`config.mk`:
```
export PLATFORM = sky130hd
export DESIGN_NAME = serial_port_status_flags
export DESIGN_NICKNAME = d
export VERILOG_FILES = /design/src/hdl/bus_cond_detect.v /design/src/hdl/pin_sync.v /design/src/hdl/serial_port_status_flags.v
export VERILOG_INCLUDE_DIRS = /design/src /design/src/hdl
export SDC_FILE = /design/constraint.sdc
export NUM_CORES = 1
export LEC_CHECK = 0
export BUFFER_PORTS_ARGS = -buffer_cell sky130_fd_sc_hd__clkbuf_2
export CAP_MARGIN = 20
export CORE_UTILIZATION = 58
export CTS_CLUSTER_DIAMETER = 200
export DETAILED_ROUTE_END_ITERATION = 16
export PLACE_DENSITY = 0.83
export SLEW_MARGIN = 10
export SYNTH_ARGS = -nofsm -noshare
export SYNTH_HDL_FRONTEND = slang
export SYNTH_HIERARCHICAL = 1
export SYNTH_SLANG_ARGS = --single-unit
```
`constraint.sdc`:
```
create_clock -name pclk -period 5.7 [get_ports pclk]
set_input_delay 0 -clock pclk [delete_from_list [all_inputs] [get_ports pclk]]
set_output_delay 0 -clock pclk [all_outputs]
set_load 0.005 [all_outputs]
```
`src/hdl/serial_port_consts.vh`:
```
// Constants for the serial port status flag block
`ifndef SERIAL_PORT_STATUS_CONSTS_VH
`define SERIAL_PORT_STATUS_CONSTS_VH
// Register byte offsets
`define REG_STATUS        12'h000
`define REG_CONTROL       12'h004
`define REG_BUFFER        12'h008
`define REG_IRQ_STATUS    12'h00C
`define REG_IRQ_MASK      12'h010
// Status field positions
`define ST_BF             0
`define ST_UA             1
`define ST_RW             2
`define ST_START          3
`define ST_STOP           4
// Control field positions
`define CT_ENABLE         0
`define CT_I2C            1
`define CT_CONTROLLER     2
`define CT_SEN            3
`define CT_RESTART_COND_ENABLE           4
`define CT_PEN            5
`define CT_RCEN           6
`define CT_ACKEN          7
// Interrupt event bits
`define IRQ_START         0
`define IRQ_STOP          1
`define IRQ_RXFULL        2
`define IRQ_ADDR          3
`define IRQ_WIDTH         4
// Reset values
`define CTRL_RESET        8'h00
`define MASK_RESET        4'h0
`define ADDR_RESET        7'h42
`endif

```
`src/hdl/bus_cond_detect.v`:
```
// Start, stop and clock-edge detection on synchronised bus lines
`timescale 1ns/1ps
module bus_cond_detect (
    input  wire pclk,
    input  wire presetn,
    input  wire ce,
    input  wire scl_s,
    input  wire sda_s,
    output wire scl_rise,
    output wire scl_fall,
    output wire start_seen,
    output wire stop_seen
);
    reg scl_d;
    reg sda_d;

    // Previous sample of each line
    always @(posedge pclk or negedge presetn) begin
        if (!presetn) begin
            scl_d <= 1'b1;
            sda_d <= 1'b1;
        end else if (ce) begin
            scl_d <= scl_s;
            sda_d <= sda_s;
        end
    end

    // Data line change while clock stays high marks a bus condition
    assign scl_rise   = ce & scl_s & ~scl_d;
    assign scl_fall   = ce & ~scl_s & scl_d;
    assign start_seen = ce & scl_s & scl_d & sda_d & ~sda_s;
    assign stop_seen  = ce & scl_s & scl_d & ~sda_d & sda_s;
endmodule

```
`src/hdl/pin_sync.v`:
```
// Two-stage synchroniser for pins from outside the pclk domain
`timescale 1ns/1ps
module pin_sync #(
    parameter WIDTH = 2
) (
    input  wire             pclk,
    input  wire             presetn,
    input  wire             ce,
    input  wire [WIDTH-1:0] din,
    output reg  [WIDTH-1:0] dout
);
    reg [WIDTH-1:0] stage1;

    // First stage only feeds second stage; idle bus level is high
    always @(posedge pclk or negedge presetn) begin
        if (!presetn) begin
            stage1 <= {WIDTH{1'b1}};
            dout   <= {WIDTH{1'b1}};
        end else if (ce) begin
            stage1 <= din;
            dout   <= stage1;
        end
    end
endmodule

```
`src/hdl/serial_port_status_flags.v`:
```
// Serial port status flags with APB registers and interrupt
`timescale 1ns/1ps
`include "serial_port_consts.vh"
module serial_port_status_flags #(
    parameter [6:0] OWN_ADDR = `ADDR_RESET
) (
    input  wire        pclk,
    input  wire        presetn,
    input  wire        ce,
    input  wire        psel,
    input  wire        penable,
    input  wire        pwrite,
    input  wire [11:0] paddr,
    input  wire [31:0] pwdata,
    output reg  [31:0] prdata,
    output wire        pready,
    output wire        pslverr,
    input  wire        scl_in,
    input  wire        sda_in,
    output wire        scl_out,
    output wire        scl_oe,
    output wire        sda_out,
    output wire        sda_oe,
    output wire        port_idle,
    output wire        irq
);
    localparam ST_IDLE = 2'b00;
    localparam ST_BITS = 2'b01;
    localparam ST_ACK  = 2'b10;

    wire       scl_s;
    wire       sda_s;
    wire       scl_rise;
    wire       scl_fall;
    wire       start_seen;
    wire       stop_seen;
    reg  [7:0] control;
    reg  [3:0] irq_mask;
    reg  [3:0] irq_stat;
    reg        start_flag;
    reg        stop_flag;
    reg        rw_flag;
    reg        bf_flag;
    reg        ua_flag;
    reg  [7:0] shift_data_buffer;
    reg  [7:0] shreg;
    reg  [3:0] bit_cnt;
    reg  [1:0] state;
    reg        addr_phase;
    reg        addressed;
    reg        ack_drive;
    reg        tx_mode;
    reg  [3:0] next_irq;
    reg  [7:0] next_shreg;

    wire port_enable_bit = control[`CT_ENABLE];
    wire i2c_mode        = control[`CT_I2C];
    wire controller      = control[`CT_CONTROLLER];
    wire wr_en = psel & penable & pwrite & ce;
    wire rd_en = psel & penable & ~pwrite & ce;

    // Bus line synchronisers
    pin_sync #(
        .WIDTH (2)
    ) u_sync (
        .pclk    (pclk),
        .presetn (presetn),
        .ce      (ce),
        .din     ({scl_in, sda_in}),
        .dout    ({scl_s, sda_s})
    );

    // Bus condition detection
    bus_cond_detect u_det (
        .pclk       (pclk),
        .presetn    (presetn),
        .ce         (ce),
        .scl_s      (scl_s),
        .sda_s      (sda_s),
        .scl_rise   (scl_rise),
        .scl_fall   (scl_fall),
        .start_seen (start_seen),
        .stop_seen  (stop_seen)
    );

    // Address decode, used by the valid check only
    function addr_known;
        input [11:0] a;
        begin
            if (a == `REG_STATUS) begin
                addr_known = 1'b1;
            end else if (a == `REG_CONTROL) begin
                addr_known = 1'b1;
            end else if (a == `REG_BUFFER) begin
                addr_known = 1'b1;
            end else if (a == `REG_IRQ_STATUS) begin
                addr_known = 1'b1;
            end else if (a == `REG_IRQ_MASK) begin
                addr_known = 1'b1;
            end else begin
                addr_known = 1'b0;
            end
        end
    endfunction

    // Zero-wait slave; unmapped addresses answer with an error
    assign pready  = 1'b1;
    assign pslverr = psel & penable & ~addr_known(paddr);

    // Control and mask registers written by software
    always @(posedge pclk or negedge presetn) begin
        if (!presetn) begin
            control  <= `CTRL_RESET;
            irq_mask <= `MASK_RESET;
        end else if (wr_en) begin
            if (paddr == `REG_CONTROL) begin
                control <= pwdata[7:0];
            end else if (paddr == `REG_IRQ_MASK) begin
                irq_mask <= pwdata[`IRQ_WIDTH-1:0];
            end
        end
    end

    // Start and stop flags follow the most recent bus condition
    always @(posedge pclk or negedge presetn) begin
        if (!presetn) begin
            start_flag <= 1'b0;
            stop_flag  <= 1'b0;
        end else if (ce) begin
            if (!port_enable_bit || !i2c_mode) begin
                start_flag <= 1'b0;
                stop_flag  <= 1'b0;
            end else if (start_seen) begin
                start_flag <= 1'b1;
                stop_flag  <= 1'b0;
            end else if (stop_seen) begin
                start_flag <= 1'b0;
                stop_flag  <= 1'b1;
            end
        end
    end

    // Shift register next value, sampled on rising clock
    always @* begin
        next_shreg = {shreg[6:0], sda_s};
    end

    // Byte engine: shifts bits, tracks address, direction and ack
    always @(posedge pclk or negedge presetn) begin
        if (!presetn) begin
            state      <= ST_IDLE;
            shreg      <= 8'h00;
            bit_cnt    <= 4'h0;
            addr_phase <= 1'b0;
            addressed  <= 1'b0;
            ack_drive  <= 1'b0;
            rw_flag    <= 1'b0;
            ua_flag    <= 1'b0;
            tx_mode    <= 1'b0;
            shift_data_buffer <= 8'h00;
        end else if (ce) begin
            if (!port_enable_bit || !i2c_mode) begin
                state     <= ST_IDLE;
                addressed <= 1'b0;
                ack_drive <= 1'b0;
                rw_flag   <= 1'b0;
            end else if (start_seen || stop_seen) begin
                state      <= start_seen ? ST_BITS : ST_IDLE;
                bit_cnt    <= 4'h0;
                addr_phase <= start_seen;
                addressed  <= 1'b0;
                ack_drive  <= 1'b0;
                tx_mode    <= 1'b0;
                rw_flag    <= 1'b0;
            end else begin
                case (state)
                    ST_BITS: begin
                        if (scl_rise) begin
                            if (!tx_mode) begin
                                shreg <= next_shreg;
                            end
                            bit_cnt <= bit_cnt + 4'h1;
                        end else if (scl_fall && tx_mode && bit_cnt != 4'h0
                                     && bit_cnt != 4'h8) begin
                            // Next transmit bit moves out only while the clock is low
                            shreg <= {shreg[6:0], 1'b1};
                        end else if (scl_fall && bit_cnt == 4'h8) begin
                            state   <= ST_ACK;
                            bit_cnt <= 4'h0;
                            if (addr_phase) begin
                                addressed <= (shreg[7:1] == OWN_ADDR);
                                ack_drive <= (shreg[7:1] == OWN_ADDR);
                                ua_flag   <= (shreg[7:1] == OWN_ADDR);
                                if (shreg[7:1] == OWN_ADDR) begin
                                    rw_flag <= shreg[0];
                                    tx_mode <= shreg[0];
                                end
                            end else if (addressed && !tx_mode) begin
                                shift_data_buffer <= shreg;
                                ack_drive <= 1'b1;
                            end
                        end
                    end
                    ST_ACK: begin
                        if (scl_rise && tx_mode && !addr_phase && sda_s) begin
                            rw_flag <= 1'b0;
                            addressed <= 1'b0;
                        end
                        if (scl_fall) begin
                            ack_drive  <= 1'b0;
                            addr_phase <= 1'b0;
                            state      <= addressed ? ST_BITS : ST_IDLE;
                            if (tx_mode) begin
                                shreg <= shift_data_buffer;
                            end
                        end
                    end
                    default: begin
                        state <= ST_IDLE;
                    end
                endcase
                if (wr_en && paddr == `REG_BUFFER) begin
                    shift_data_buffer <= pwdata[7:0];
                end
                if (rd_en && paddr == `REG_STATUS) begin
                    ua_flag <= 1'b0;
                end
            end
        end
    end

    // Buffer full: set on reception or software load, cleared on read outside transmit or at shift end in transmit
    always @(posedge pclk or negedge presetn) begin
        if (!presetn) begin
            bf_flag <= 1'b0;
        end else if (ce) begin
            if (state == ST_BITS && scl_fall && bit_cnt == 4'h8 && addressed
                && !tx_mode && !addr_phase) begin
                bf_flag <= 1'b1;
            end else if (wr_en && paddr == `REG_BUFFER) begin
                bf_flag <= 1'b1;
            end else if (state == ST_BITS && scl_fall && bit_cnt == 4'h8 && tx_mode) begin
                bf_flag <= 1'b0;
            end else if (rd_en && paddr == `REG_BUFFER && !tx_mode) begin
                bf_flag <= 1'b0;
            end
        end
    end

    // Transmit data drives the line in read transfers, ack otherwise
    assign sda_oe  = ack_drive | (tx_mode && addressed && state == ST_BITS && !shreg[7]);
    assign sda_out = 1'b0;
    assign scl_out = 1'b0;
    assign scl_oe  = 1'b0;

    // Idle when no busy bit is set
    assign port_idle = ~((controller ? (state != ST_IDLE) : rw_flag)
                       | control[`CT_SEN] | control[`CT_RESTART_COND_ENABLE] | control[`CT_PEN]
                       | control[`CT_RCEN] | control[`CT_ACKEN]);

    // Sticky interrupt events; set wins over read clear
    always @* begin
        next_irq = irq_stat;
        if (rd_en && paddr == `REG_IRQ_STATUS) begin
            next_irq = 4'h0;
        end
        if (port_enable_bit && i2c_mode) begin
            next_irq[`IRQ_START]  = next_irq[`IRQ_START] | start_seen;
            next_irq[`IRQ_STOP]   = next_irq[`IRQ_STOP] | stop_seen;
        end
        next_irq[`IRQ_RXFULL] = next_irq[`IRQ_RXFULL] | (state == ST_BITS && scl_fall
                                && bit_cnt == 4'h8 && addressed && !tx_mode && !addr_phase);
        next_irq[`IRQ_ADDR] = next_irq[`IRQ_ADDR] | (state == ST_BITS && scl_fall
                              && bit_cnt == 4'h8 && addr_phase && shreg[7:1] == OWN_ADDR);
    end

    always @(posedge pclk or negedge presetn) begin
        if (!presetn) begin
            irq_stat <= 4'h0;
        end else if (ce) begin
            irq_stat <= next_irq;
        end
    end

    assign irq = |(irq_stat & irq_mask);

    // Read data register; status bit 2 is direction in target mode, busy in controller
    always @(posedge pclk or negedge presetn) begin
        if (!presetn) begin
            prdata <= 32'h00000000;
        end else if (ce && psel && !penable && !pwrite) begin
            prdata <= 32'h00000000;
            if (paddr == `REG_STATUS) begin
                prdata[`ST_BF]    <= bf_flag;
                prdata[`ST_UA]    <= ua_flag;
                prdata[`ST_RW]    <= controller ? (state != ST_IDLE) : rw_flag;
                prdata[`ST_START] <= start_flag;
                prdata[`ST_STOP]  <= stop_flag;
            end else if (paddr == `REG_CONTROL) begin
                prdata[7:0] <= control;
            end else if (paddr == `REG_BUFFER) begin
                prdata[7:0] <= shift_data_buffer;
            end else if (paddr == `REG_IRQ_STATUS) begin
                prdata[`IRQ_WIDTH-1:0] <= irq_stat;
            end else if (paddr == `REG_IRQ_MASK) begin
                prdata[`IRQ_WIDTH-1:0] <= irq_mask;
            end
        end
    end
endmodule
```
# Word level (Yosys, flattened, before mapping)
# Index checks and enable logic that the tools add are counted.
# word_totals
ff_bits	61
input_bits	52
out_inout_bits	40
elab_cells	242
# classes
addsub	1
n_eq_ne	29
mux	83
n_bitwise	36
reduce_logical	72
# ops
op	n
$mux 8	13
$mux 1	46
$mux 4	10
$reduce_and 8->1	4
$logic_and 1x1->1	28
$ne 4x4->1 const B	7
$reduce_bool 2->1	14
$eq 12x4->1 const B	2
$pmux 8 s2	1
$and 1x1->1	15
$mux 2	7
$reduce_and 7->1	2
$eq 12x3->1 const B	1
$eq 12x5->1 const B	1
$logic_not 12->1	1
$ne 2x1->1 const B	6
$reduce_bool 4->1	3
$not 1->1	10
$or 1x1->1	10
$reduce_and 5->1	2
$ne 3x3->1 const B	3
$reduce_and 9->1	1
$eq 7x7->1 const B	1
$logic_not 1->1	7
18 further kinds	26

# Logic depth before layout (Yosys ltp)
# Gate-level depths: netlist of the first run.
# depth
depth_word	11
depth_mapped	9
mapped_depth_nobuf	7

# Modules after synthesis
# Netlist of the first run, hierarchy kept.
# modules_own_cells
mod	n_inst	cells_per_inst	area_each_um2	seq_area_each_um2
serial_port_status_flags	1	373	3357.0	1376.3
pin_sync	1	8	150.1	105.1
bus_cond_detect	1	12	122.6	52.6

# Worst setup path before layout of the first run
# Ideal clock, no wire load.
# synth_path
path_type	register to register
startpoint	register u_det.scl_d
endpoint	register shift_data_buffer[5]
setup_time_ns	0.123
t_arrival_ns	2.087
required_ns	5.577
setup_slack_ns	3.491
stages_incl_launch_ff	9
path_buffers	1
synth_period_minus_slack_ns	2.209
cell_sequence	dfstp_2 -> nand2_1 -> nor2_1 -> and4b_1 -> nand4_1 -> or3_1 -> clkbuf_1 -> a211o_1 -> o221a_2
# synth_between
elab_chain_cells	6
word_cells_on_any_way	18
classes_between	2 x eq/ne; 9 x bitwise; 7 x reduce/logical
# synth_lines
element	line_no	source
start: declaration	bus_cond_detect.v:14	reg scl_d;
start signal: assignment	bus_cond_detect.v:23	scl_d <= scl_s;
$and 1x1->1 *	bus_cond_detect.v:30	assign scl_fall = ce & ~scl_s & scl_d;
named net scl_fall	serial_port_status_flags.v:34	wire scl_fall;
$logic_and 1x1->1 (2 in series)	serial_port_status_flags.v:183	end else if (scl_fall && tx_mode && bit_cnt != 4'h0
$logic_and 1x1->1	serial_port_status_flags.v:184	&& bit_cnt != 4'h8) begin
$ne 2x1->1 (no source line)	--	
$reduce_and 9->1 (no source line) *	--	
end signal: assignment	serial_port_status_flags.v:199	shift_data_buffer <= shreg;
end signal: assignment	serial_port_status_flags.v:223	shift_data_buffer <= pwdata[7:0];
end: declaration	serial_port_status_flags.v:45	reg [7:0] shift_data_buffer;
# The timed path passes the listed nets; every way through them passes the cells marked *.
# A chain may end at the register's enable or synchronous reset.

# Worst setup path after layout of the first run
# layout_path
startpoint	register u_det.scl_d
endpoint	register shift_data_buffer[1]
# The elaborated chain is that of the path after synthesis.

==> impl_metrics.env, run 1 <==
export IMPL_outcome="completed"
export IMPL_tritoncts="done"
export IMPL_max_vdd_ir_drop_v=0.0001925
export IMPL_finalHoldViolations=0
export IMPL_coreArea_um2=5991
export IMPL_avgSynthCellArea_um2=9.236
export IMPL_critPathMaxFanout=7
export IMPL_place_area_um2=3754
export IMPL_ctsResizeCount=0
export IMPL_synth_enable_flop_cells=0
export IMPL_routed_via_density=5.942
export IMPL_slew_headroom=0.2966
export IMPL_clk_pin_slew_ns=0.07
export IMPL_hp_class="in2reg"
export IMPL_post_route_util=0.6802
export IMPL_worst_slew_pin_slew_ns=1.045
export IMPL_io_pins=92
export IMPL_postRouteAntennaNets=0
export IMPL_yosysTopAreaCell="dfrtp_1"
export IMPL_nNetsFinal=497
export IMPL_critical_path_class="reg2reg"
export IMPL_rows=28
export IMPL_final_cell_area_um2=4075
export IMPL_first_pass_iters=5
export IMPL_area_growth_pct=12.27
export IMPL_synth_most_common_cell="dfrtp_1"
export IMPL_setup_viol=0
export IMPL_antenna_cells=0
export IMPL_cp_data_required_time_ns=5.96
export IMPL_startpoint_type="register"
export IMPL_h_tree_depth=3
export IMPL_syn_area_um2=3630
export IMPL_cellPowerDensity_nw_per_um2=227.7
export IMPL_post_synth_num_cell_types=61
export IMPL_rsz0062_at_grt="no"
export IMPL_hold_buffers=11
export IMPL_critPathArrivalTime_ns=2.90
export IMPL_clock_sinks=61
export IMPL_finClkSkew_ns=0.008813
export IMPL_dp_hpwl_um=6125
export IMPL_die_y_um=81.11
export IMPL_slew_violations=0
export IMPL_synth_main_ff_cell="dfrtp_1"
export IMPL_die_w_um=81.11
export IMPL_yosysWarnings=6
export IMPL_drt_initial_drc_count=219
export IMPL_vias=3084
export IMPL_yosysSeqAreaShare=0.4226
export IMPL_routed_wirelength_um=8545
export IMPL_endpoint_kind="register"
export IMPL_grt_pass1_vias=2965
export IMPL_clock_latency_ns=0.34
export IMPL_grt_overflow_total=0
export IMPL_tns_ns=0
export IMPL_async_flop_share=1.000
export IMPL_syn_inst=393
export IMPL_leakage_nw=1.863
export IMPL_initial_utilization=0.6059
export IMPL_grt_start_max_net_pins=62
export IMPL_timing_final_crit_share=0.4630
export IMPL_drive_above_1_share=0.1982
export IMPL_drc_errors=0
export IMPL_netlist_top_cells_count="dfrtp_1, nand2_1, o21ai_0, buf_4"
export IMPL_ys_ff_latch=61
export IMPL_grt_pass1_wl_um=14340
export IMPL_timing_hold_ws_ns=0.08427
export IMPL_dieArea_um2=6579
export IMPL_netlist_area_leader_share=0.3792
export IMPL_antenna_found_initial=0
export IMPL_wl_per_cell_um=16.46
export IMPL_gp_congestion=0.8848
export IMPL_cts_buffers=9
export IMPL_period_needed_ns=2.639
export IMPL_synth_area_leaders="dfrtp_1, buf_4, o21ai_0"
export IMPL_maxCapViolations=0
export IMPL_io_buffer_count=39
export IMPL_grt_usage=0.2927
export IMPL_max_freq_ghz=0.3789
export IMPL_cts_setup_buffers=0
export IMPL_clockRootBuffer="clkbuf_8"
export IMPL_cts_buffer_depth=2
[routing by layer]
layer / GRT usage / up-vias / routed length, um
met5: 0 / - / 0
met3: 0.04045 / 8 / 575
met4: 0.1054 / 0 / 74
met1: 0.3946 / 1475 / 3800
li1: - / 1466 / -
met2: 0.4807 / 135 / 4095
[logic make-up (layout without fill, tap and decap cells)]
kind of cell,Yosys count,count (layout),synth area share
fa+ha+maj,6,6,0.02068
simple gates,139,139,0.2089
compound gates,103,103,0.1858
buf+inv,60,85,0.09410
other cells,2,28,0.002069
mux,22,22,0.06584
flops,61,61,0.4226
[sequential cells by signal, indices dropped and copies added, names as in the netlist, 2 cells and up]
| name | count |
|---|---|
| state | 2 |
| irq_mask | 4 |
| u_sync/dout | 2 |
| control | 8 |
| shreg | 8 |
| irq_stat | 4 |
| u_sync/stage1 | 2 |
| bit_cnt | 4 |
| prdata | 8 |
| shift_data_buffer | 8 |
[critical path, stage by stage (launching register included)]
cell and delay (ns):
dfstp_2 0.56, nand2_1 0.05, nor2_1 0.26, and4b_1 0.37, nand4_1 0.26, nor3_1 0.70, o32ai_1 0.18, a21oi_1 0.16
[per-stage QoR]
stage	total power, mW	std cells	setup WS [ns]
after floorplan	0.5046	419	3.491
after global placement	0.5181	492	3.068
after detailed placement	0.5205	492	3.127
after CTS	0.9324	519	3.111
after global routing	0.9590	519	2.799
final	0.9279	519	3.061
[layout make-up]
cell class | instances | area [um2]
clock buffers | 13 | 168.9
clock inverters | 3 | 42.54
fillers | 480 | 1916
inverters | 17 | 63.81
multi-input cells | 298 | 1852
flip-flops and latches | 61 | 1534
well taps | 75 | 93.84
repair buffers | 52 | 320.3
[power breakdown]
group	switching [mW]	internal, mW	leakage (nW)
clock	0.172	0.237	0.106
combinational	0.0418	0.0269	0.936
sequential	0.00637	0.444	0.821
[worst paths after layout]
path / depth (start not counted) / slack, ns / to / startpoint
worst max register to register: 7 / 3.06 / shift_data_buffer[1]$_DFFE_PN0P_ / u_det/scl_d$_DFFE_PN1P_
max in group asynchronous: 3 / 4.85 / state[1]$_DFFE_PN0P_ / presetn
worst min-delay path: 3 / 0.08 / prdata[7]$_DFFE_PN0P_ / paddr[11]
min in group asynchronous: 3 / 0.35 / shreg[6]$_DFFE_PN0P_ / presetn
worst min register to register: 2 / 0.48 / prdata[4]$_DFFE_PN0P_ / prdata[4]$_DFFE_PN0P_
worst max-delay path: 7 / 3.06 / shift_data_buffer[1]$_DFFE_PN0P_ / u_det/scl_d$_DFFE_PN1P_
[placed cells by master, fill, tap and decap left out, types with 2 or more instances in the layout]
master         count
dfstp_2            6
nand3b_1           2
a22oi_1            2
a211oi_1           2
nand2b_1           3
nor3b_2            2
nand4bb_1          2
and3_1             4
nor3_1            10
buf_4              2
a31oi_1            2
nor4_1             3
or3_1              4
dlygate4sd3_1     11
nand2_1           53
nor2b_1            6
dfrtp_1           55
nor3b_1            2
o2bb2ai_1          2
ha_1               6
and4b_1            3
conb_1            28
o32ai_1            6
o21ai_0           40
mux2i_1            7
a221o_1            4
nand3_1            7
a32o_1             5
nand4_1            4
inv_1             17
a21o_1             3
mux2_2            15
nor2_1            19
clkbuf_2          39
or4_1              4
clkbuf_8          12
o31ai_1            3
a21oi_1           19
a221oi_1           5
Note: power is estimated with default switching activity, not from simulation.
==> run 2: changes to the inputs <==
- ABC_AREA: default -> 1
- CORE_UTILIZATION: 58 -> 54
- PLACE_DENSITY: 0.83 -> 0.78
- clock period: 5.7 -> 2.8 ns (I/O delays scaled with it)
==> impl_metrics.env, run 2 <==
export IMPL_routed_via_density=5.304
export IMPL_fill_cells=612
export IMPL_netlist_top_cells_count="nand2_1, inv_1, dfrtp_1, nor2_1, o21ai_0"
export IMPL_tritoncts="done"
export IMPL_mostFrequentLayoutCell="nand2_1"
export IMPL_max_freq_ghz=0.4442
export IMPL_die_w_um=85.54
export IMPL_async_flop_share=1.000
export IMPL_grt_start_max_net_pins=62
export IMPL_syn_inst=529
export IMPL_yosysSeqAreaShare=0.4070
export IMPL_cellPowerDensity_nw_per_um2=473.0
export IMPL_fin_cells=665
export IMPL_ctsResizeCount=0
export IMPL_grt_usage=0.2675
export IMPL_slew_violations=0
export IMPL_startpoint_type="register"
export IMPL_worst_slew_pin_slew_ns=0.7860
export IMPL_clock_sinks=61
export IMPL_timing_hold_ws_ns=0.009227
export IMPL_endpoint_kind="register"
export IMPL_clk_pin_slew_ns=0.07
export IMPL_nNetsFinal=638
export IMPL_antenna_found_initial=0
export IMPL_post_route_util=0.6309
export IMPL_period_needed_ns=2.251
export IMPL_cts_setup_buffers=0
export IMPL_io_buffer_count=39
export IMPL_outcome="completed"
export IMPL_finalHoldViolations=0
export IMPL_max_vdd_ir_drop_v=0.0002087
export IMPL_antenna_cells=0
export IMPL_drive_above_1_share=0.1453
export IMPL_vias=3527
export IMPL_ys_ff_latch=61
export IMPL_yosysWarnings=6
export IMPL_critPathMaxFanout=12
export IMPL_cts_buffers=9
export IMPL_pre_cts_ws_ns=0.5886
export IMPL_h_tree_depth=3
export IMPL_first_pass_iters=6
export IMPL_hp_class="in2reg"
export IMPL_final_cell_mix="nand2_1, inv_1, dfrtp_1, nor2_1, o21ai_0"
export IMPL_grt_pass1_vias=3337
export IMPL_critical_path_class="reg2reg"
export IMPL_post_synth_num_cell_types=34
export IMPL_drt_initial_drc_count=304
export IMPL_coreArea_um2=6756
export IMPL_clock_latency_ns=0.34
export IMPL_leakage_nw=2.275
export IMPL_slew_headroom=0.4760
export IMPL_io_pins=92
export IMPL_critPathArrivalTime_ns=2.48
export IMPL_rows=30
export IMPL_grt_busiest_layer="met2"
export IMPL_synth_main_ff_cell="dfrtp_1"
export IMPL_hold_buffers=10
export IMPL_drc_errors=0
export IMPL_tns_ns=0
export IMPL_clockRootBuffer="clkbuf_8"
export IMPL_grt_pass1_wl_um=15170
export IMPL_dp_hpwl_um=6500
export IMPL_met2_usage=0.4218
export IMPL_syn_area_um2=3769
export IMPL_setup_viol=0
export IMPL_setup_slack_ns=0.5488
export IMPL_cts_buffer_depth=2
export IMPL_routed_wirelength_um=8800
export IMPL_maxCapViolations=0
export IMPL_initial_utilization=0.5578
export IMPL_dp_cells=639
export IMPL_yosysTopAreaCell="dfrtp_1"
export IMPL_grtUsageMet3=0.05486
export IMPL_finClkSkew_ns=0.01245
export IMPL_synth_enable_flop_cells=0
export IMPL_multi_input_area_um2=1851
export IMPL_gp_congestion=0.9266
export IMPL_cp_data_required_time_ns=3.02
export IMPL_rsz0062_at_grt="no"
export IMPL_grt_overflow_total=0
export IMPL_area_growth_pct=13.11
export IMPL_netlist_area_leader_share=0.3652
export IMPL_dieArea_um2=7317
export IMPL_avgSynthCellArea_um2=7.124
export IMPL_wl_per_cell_um=13.23
export IMPL_synth_most_common_cell="nand2_1"
export IMPL_regArea_um2=1534
export IMPL_postRouteAntennaNets=0
export IMPL_grt_use_met1=0.3607
export IMPL_die_y_um=85.54
export IMPL_timing_final_crit_share=0.8040
export IMPL_synth_area_leaders="dfrtp_1, nand2_1, inv_1"
-- run 2: cell count changes in the layout (fill, tap and decap cells not counted), moves of 6 or more --
cell     before  now
nand3_1       7   37
nor2b_1       6    0
nand2_1      53  174
o32ai_1       6    0
mux2i_1       7    0
mux2_2       15    0
inv_1        17   59
nor2_1       19   47
-- run 2: cell families after synthesis --
kind of cell               after synthesis  synth area share
xor gates and xnor gates                 1          0.002324
AOI/OAI and AO/OA                       75            0.1132
and+or+nand+nor                        287            0.3277
buffers and inverters                   97            0.1278
adders and majority gates                6           0.01992
other                                    2          0.001993
DFF                                     61            0.4070
-- run 2: stage by stage --
stage,total power [mW],instance area [um2]
after floorplan,1.012,3866
after global placement,1.041,3916
after detailed placement,1.045,3916
after CTS,2.025,4263
after global routing,2.083,4263
final,2.016,4263
-- run 2: layer usage --
| layer | vias to the layer above | share of wire |
|---|---|---|
| met5 | - | 0 |
| met4 | 0 | 0.030 |
| met3 | 26 | 0.065 |
| met2 | 164 | 0.45 |
| met1 | 1607 | 0.45 |
| li1 | 1730 | - |
-- run 2: layout make-up --
| cell class | instances | area share |
|---|---|---|
| tap | 80 | 0.02348 |
| clock buffer | 10 | 0.03229 |
| sequential | 61 | 0.3598 |
| inverter | 61 | 0.05371 |
| multi-input combinational | 397 | 0.4341 |
| clock inverter | 6 | 0.02554 |
| timing repair buffer | 50 | 0.07103 |
-- run 2: critical path, stage by stage (launching register included) --
cell,delay (ns)
dfstp_2,0.55
inv_1,0.05
nor2_1,0.29
nand4_1,0.27
inv_1,0.15
nand2_1,0.13
o21ai_2,0.27
nand2_2,0.24
nand2_1,0.13
o21ai_2,0.06
-- run 2: path summary, 6_finish.rpt --
kind                                               from                               end  slack, ns  cells after the start
max                             u_det/scl_d$_DFFE_PN1P_  shift_data_buffer[3]$_DFFE_PN0P_       0.55                      9
min                                           pwdata[0]           irq_mask[0]$_DFFE_PN0P_      0.009                      3
min in group asynchronous                       presetn             prdata[0]$_DFFE_PN0P_       0.34                      3
max reg2reg                     u_det/scl_d$_DFFE_PN1P_  shift_data_buffer[3]$_DFFE_PN0P_       0.55                      9
min reg2reg                u_sync/stage1[0]$_DFFE_PN1P_        u_sync/dout[0]$_DFFE_PN1P_       0.46                      2
max in group asynchronous                       presetn            addr_phase$_DFFE_PN0P_       1.92                      3
-- run 2: where the power goes --
group          switching [mW]  internal, mW
clock network           0.360         0.615
registers              0.0113         0.901
logic                  0.0852        0.0436
